===== src/design/rbm_consts.vh =====
// What this block does
// - Code 10 interleaves four channels byte-wise
// - Code 10 sync high four bit times
// - H.100 sync high two bit times
// - Sync marks combined multiplexed frame boundary
// - Data bits launched on clock rising edge
`ifndef RBM_CONSTS_VH
`define RBM_CONSTS_VH
`define RBM_ADDR_RECEIVE_INTERFACE_CONTROL      12'h000
`define RBM_ADDR_STATUS    12'h004
`define RBM_MODE_LSB       0
`define RBM_MODE_MSB       1
`define RBM_MUXEN_BIT      2
`define RBM_RECEIVE_INTERFACE_CONTROL_RESET     8'h00
`define RBM_MODE_HMVIP     2'h2
`define RBM_MODE_H100      2'h3
`define RBM_FRAME_BITS     12'h800
`define RBM_FRAME_LAST     12'h7FF
`define RBM_HMVIP_PRE      12'h7FE
`define RBM_H100_PRE       12'h7FF
`define RBM_HMVIP_POST     12'h001
`define RBM_H100_POST      12'h000
`define RBM_CH_COUNT       2'h3
`define RBM_BIT_LAST       3'h7
`endif


===== src/design/rbm_rx_backplane_mux.v =====
`timescale 1ns/1ps
`include "rbm_consts.vh"
module rbm_rx_backplane_mux (
  input  wire        ref_clk,
  input  wire        nrst,
  input  wire        clkEn,
  input  wire [31:0] paddr,
  input  wire        psel,
  input  wire        penable,
  input  wire        pwrite,
  input  wire [31:0] pwdata,
  output reg  [31:0] prdata,
  output wire        pready,
  output wire        pslverr,
  input  wire        rx_serial_clock,
  input  wire [7:0]  chByte0,
  input  wire [7:0]  chByte1,
  input  wire [7:0]  chByte2,
  input  wire [7:0]  chByte3,
  input  wire        chValid,
  output wire        chReady,
  output reg         rx_serial_out,
  output reg         rx_frame_sync
);
  reg  [7:0]  receive_interface_control_q;
  reg  [2:0]  clkSync_q;
  reg  [31:0] buf0_q;
  reg  [31:0] buf1_q;
  reg  [1:0]  bufCnt_q;
  reg  [11:0] bitPos_q;
  reg  [31:0] shift_q;
  reg         underrun_q;
  wire [1:0]  rxModeSel;
  wire        muxEn;
  wire        modeOk;
  wire        wordDone;
  wire        pop;
  wire        push;
  wire        apbWrite;
  wire        addrOk;
  wire [11:0] nextPos;
  wire [11:0] preStart;
  wire [11:0] postEnd;
  wire        syncNext;

  assign rxModeSel = receive_interface_control_q[`RBM_MODE_MSB:`RBM_MODE_LSB];
  assign muxEn     = receive_interface_control_q[`RBM_MUXEN_BIT];
  // Reserved codes leave the output idle
  assign modeOk    = muxEn && rxModeSel[1];
  assign addrOk    = (paddr[11:0] == `RBM_ADDR_RECEIVE_INTERFACE_CONTROL) ||
                     (paddr[11:0] == `RBM_ADDR_STATUS);
  assign pready    = 1'b1;
  assign pslverr   = psel && penable && !addrOk;
  assign apbWrite  = psel && penable && pwrite &&
                     (paddr[11:0] == `RBM_ADDR_RECEIVE_INTERFACE_CONTROL);

  always @* begin
    prdata = 32'h0000_0000;
    if (paddr[11:0] == `RBM_ADDR_RECEIVE_INTERFACE_CONTROL)
      prdata = {24'h000000, receive_interface_control_q};
    else if (paddr[11:0] == `RBM_ADDR_STATUS)
      prdata = {29'h0, underrun_q, bufCnt_q};
  end

  // Second stage high and third stage low mark a rising clock
  wire   riseOk   = clkSync_q[2] == 1'b0 && clkSync_q[1] == 1'b1;
  assign nextPos  = (bitPos_q == `RBM_FRAME_LAST) ? 12'h000 :
                    bitPos_q + 12'h001;
  // 32 bits per interleaved group of four bytes
  assign wordDone = riseOk && modeOk && (bitPos_q[4:0] == 5'h1F);
  assign pop      = wordDone && (bufCnt_q != 2'h0);
  assign chReady  = (bufCnt_q != 2'h2);
  assign push     = chValid && chReady;
  assign preStart = (rxModeSel == `RBM_MODE_HMVIP) ? `RBM_HMVIP_PRE :
                    `RBM_H100_PRE;
  assign postEnd  = (rxModeSel == `RBM_MODE_HMVIP) ? `RBM_HMVIP_POST :
                    `RBM_H100_POST;
  // Sync spans combined frame boundary
  assign syncNext = (nextPos >= preStart) || (nextPos <= postEnd);

  always @(posedge ref_clk or negedge nrst) begin
    if (!nrst) begin
      receive_interface_control_q <= `RBM_RECEIVE_INTERFACE_CONTROL_RESET;
      clkSync_q     <= 3'h0;
      buf0_q        <= 32'h0000_0000;
      buf1_q        <= 32'h0000_0000;
      bufCnt_q      <= 2'h0;
      bitPos_q      <= `RBM_FRAME_LAST;
      shift_q       <= 32'h0000_0000;
      underrun_q    <= 1'b0;
      rx_serial_out <= 1'b0;
      rx_frame_sync <= 1'b0;
    end else if (clkEn) begin
      clkSync_q <= {clkSync_q[1:0], rx_serial_clock};
      if (apbWrite)
        receive_interface_control_q <= pwdata[7:0];
      if (push && !pop) begin
        if (bufCnt_q == 2'h0)
          buf0_q <= {chByte0, chByte1, chByte2, chByte3};
        else
          buf1_q <= {chByte0, chByte1, chByte2, chByte3};
        bufCnt_q <= bufCnt_q + 2'h1;
      end else if (pop) begin
        buf0_q <= (bufCnt_q == 2'h2) ? buf1_q :
                  {chByte0, chByte1, chByte2, chByte3};
        if (push && bufCnt_q == 2'h2)
          buf1_q <= {chByte0, chByte1, chByte2, chByte3};
        if (!push)
          bufCnt_q <= bufCnt_q - 2'h1;
      end
      if (!modeOk) begin
        bitPos_q      <= `RBM_FRAME_LAST;
        rx_serial_out <= 1'b0;
        rx_frame_sync <= 1'b0;
      end else if (riseOk) begin
        bitPos_q      <= nextPos;
        rx_frame_sync <= syncNext;
        if (bitPos_q[4:0] == 5'h1F) begin
          // Byte-interleaved group: ch0 byte first, MSB first
          shift_q       <= {(bufCnt_q != 2'h0 ? buf0_q[30:0] : 31'h0),
                            1'b0};
          rx_serial_out <= (bufCnt_q != 2'h0) ? buf0_q[31] : 1'b0;
          if (bufCnt_q == 2'h0)
            underrun_q <= 1'b1;
        end else begin
          shift_q       <= {shift_q[30:0], 1'b0};
          rx_serial_out <= shift_q[31];
        end
      end
    end
  end
endmodule // rbm_rx_backplane_mux


===== config.mk =====
export PLATFORM = sky130hd
export DESIGN_NAME = rbm_rx_backplane_mux
export DESIGN_NICKNAME = d
export VERILOG_FILES = /design/src/design/rbm_rx_backplane_mux.v
export VERILOG_INCLUDE_DIRS = /design/src /design/src/design
export SDC_FILE = /design/constraint.sdc
export NUM_CORES = 1
export LEC_CHECK = 0
export ABC_AREA = 1
export BUFFER_PORTS_ARGS = -buffer_cell sky130_fd_sc_hd__buf_2
export CAP_MARGIN = 15
export CORE_MARGIN = 2
export CORE_UTILIZATION = 40
export CTS_CLUSTER_SIZE = 28
export DETAILED_ROUTE_END_ITERATION = 12
export GPL_ROUTABILITY_DRIVEN = 0
export SYNTH_ARGS = -nofsm -noshare
export SYNTH_HDL_FRONTEND = slang
export SYNTH_SLANG_ARGS = --single-unit

===== constraint.sdc =====
create_clock -name ref_clk -period 5.7 [get_ports ref_clk]
set_clock_uncertainty 0.05 [all_clocks]
set_input_delay 0.57 -clock ref_clk [delete_from_list [all_inputs] [get_ports ref_clk]]
set_output_delay 0.57 -clock ref_clk [all_outputs]
set_load 0.02 [all_outputs]

==> reports/qor.yml <==
outcome: "completed"
critPathRequiredTime_ps: 5920
startpoint: "bitPos_q[1]"
slew_viol_final: 0
yosysSeqAreaShare: 0.513
htree_levels: 4
end_kind: "flip-flop"
power.switching_mw: 0.930
nets: 863
drc: 0
io_pins: 141
cp_max_fo: 33
rows: 44
clkSinkCount: 123
cts_inserted_buffers: 17
hold_violations: 0
grt_use_total: 0.170
crit_arrival_ps: 4530
synth_area_mm2: 0.00602
clkLatencyLatePin_ps: 410
synth_edf_count: 0
tritoncts: "built"
die_area_mm2: 0.0161
dr_total_vias: 4798
max_freq_mhz: 232
grt.overflow.total: 0
grt_pass1_wl_mm: 21.7
ys_ff_latch: 123
rrSetupSlack_ps: 1390
cts-root-buf: "clkbuf_16"
area_delta_synth_final_pct: 16.3
power.total_mw: 3.01
seq_power_share: 0.416
grt_pass1_vias: 4723
finalWirelength_mm: 12.6
dieHeight_um: 127
setup_viol: 0
drt_first_pass_iters: 5
fp.dieW_um: 127
rsz0062_at_grt: "no"
syn_inst: 694
drv_cap: 0
fin_crit_sh: 0.756
antenna_found_initial: 0
ctsHoldBuffers: 0
ant_nets: 0
grt_start_max_net_pins: 80
internal_power_mw: 2.08
cts-resized-gates: 0
mostFrequentLayoutCell: "nand2_1"
powerDensity_mw_per_mm2: 429
avgSynthCellArea_um2: 8.68
startpoint_type: "flip-flop"
power.leakage_nw: 3.37
ir_drop_mv: 0.263
start_util: 0.411
postCtsSetupBuffers: 0
fin_tns_setup_ps: 0
drt_iter0_markers: 362
pwr-share-comb: 0.238
p_clk_frac: 0.346
clk_path_buf_depth: 2
antenna_cells: 0
layout-drive-gt1-share: 0.209
avgViaCountPerCell: 5.06
r2r-start: "bitPos_q[1]"
yosysUniqueCellTypes: 30
wl_per_cell_um: 13.2
async_flop_share: 1.00
final_cell_mix: "nand2_1, dfrtp_1, nor2_1"
crit_type: "flip-flop to flip-flop"
synthFlopType: "dfrtp_1"
netSwitchingFraction: 0.309
tightest_slew_ps: 969
portBuffers: 71
clk_pin_slew_ps: 50
slew_headroom: 0.354
layout_min_cycle_time_ps: 4310
hpwl_mm: 8.09
hold_path.class: "input port to async pin"
core-area_mm2: 0.0146
yosysWarnings: 0
==> sequential cells by signal, summed over array words and instances (netlist names) <==
register	count
bitPos_q	12
buf0_q	32
buf1_q	32
bufCnt_q	2
clkSync_q	3
receive_interface_control_q	8
rx_frame_sync	1
rx_serial_out	1
shift_q	31
underrun_q	1
==> logic make-up (layout without fill, tap and decap cells) <==
logic type / count (synthesis) / after routing / synth area share
xor gates and xnor gates: 2 / 2 / 0.00291
muxes: 31 / 31 / 0.0580
and+or+nand+nor: 314 / 314 / 0.216
buffers and inverters: 111 / 159 / 0.0887
other: 2 / 25 / 0.00125
adders and majority gates: 6 / 6 / 0.0125
AOI/OAI and AO/OA: 105 / 105 / 0.107
DFF: 123 / 123 / 0.513
==> path summary, 6_finish.rpt <==
kind / endpoint / depth (start not counted)
worst max-delay path: buf0_q[29] / 17
worst min register to register: underrun_q / 2
worst max register to register: buf0_q[29] / 17
min in group ref_clk: clkSync_q[0] / 3
max in group asynchronous: buf0_q[4] / 2
worst min-delay path: rx_frame_sync / 1
==> critical path, cell delays in order, from the launching register on <==
cell	delay (ps)
dfstp_2	560
ha_1	190
nand2_1	80
nor2_1	210
ha_1	200
buf_4	330
inv_2	320
nor3_2	270
nand2_1	120
ha_1	280
nor2_2	110
buf_4	340
nand2_1	480
buf_8	320
nand2_1	60
o21ai_0	60
nand2_1	60
o21ai_0	80
==> stage by stage <==
| step | utilization | setup slack (ps) | hold slack [ps] | instances | instance area, um2 |
|---|---|---|---|---|---|
| 6_report | 0.478 | 1390 | 98.9 | 949 | 7000 |
| 5_1_grt | 0.478 | 968 | 128 | 949 | 7000 |
| 4_1_cts | 0.477 | 1120 | 103 | 948 | 6990 |
| 3_5_place_dp | 0.437 | 1170 | 395 | 917 | 6410 |
| 3_3_place_gp | 0.437 | 1210 | 395 | 917 | 6410 |
| 2_1_floorplan | - | 2990 | 224 | 717 | 6110 |
==> synthesized netlist by cell type (7+ instances only) <==
library cell,n,share of area
o21ai_0,22,0.018
nor2_1,98,0.061
nand2_1,130,0.081
buf_2,10,0.0083
dfstp_2,11,0.048
a21oi_1,9,0.0075
a31oi_1,61,0.063
clkbuf_1,24,0.015
inv_1,46,0.029
nand3_1,76,0.063
mux2_2,31,0.058
a22oi_1,7,0.0087
dfrtp_1,112,0.47
buf_4,28,0.035
==> layer usage <==
| layer | track usage | part of all wire |
|---|---|---|
| met5 | 0 | 0 |
| met4 | 0.0718 | 0.018 |
| met3 | 0.0536 | 0.045 |
| met2 | 0.278 | 0.47 |
| met1 | 0.209 | 0.47 |
==> power by group through the flow <==
stage / sequential [mW] / combinational, mW / clock, mW
after floorplan: 1.23 / 0.571 / 0
after global placement: 1.25 / 0.694 / 0
after detailed placement: 1.26 / 0.711 / 0
after CTS: 1.25 / 0.716 / 1.06
after global routing: 1.28 / 0.821 / 1.10
final: 1.25 / 0.717 / 1.04
==> final cells by class <==
type	count	area, um2
inverters	49	184
clock inverters	9	87.6
fillers	1379	7640
well taps	184	230
repair buffers	79	425
multi-input cells	483	2490
clock buffers	22	494
flip-flops and latches	123	3090
No activity file was read; power rests on OpenSTA's default activity.
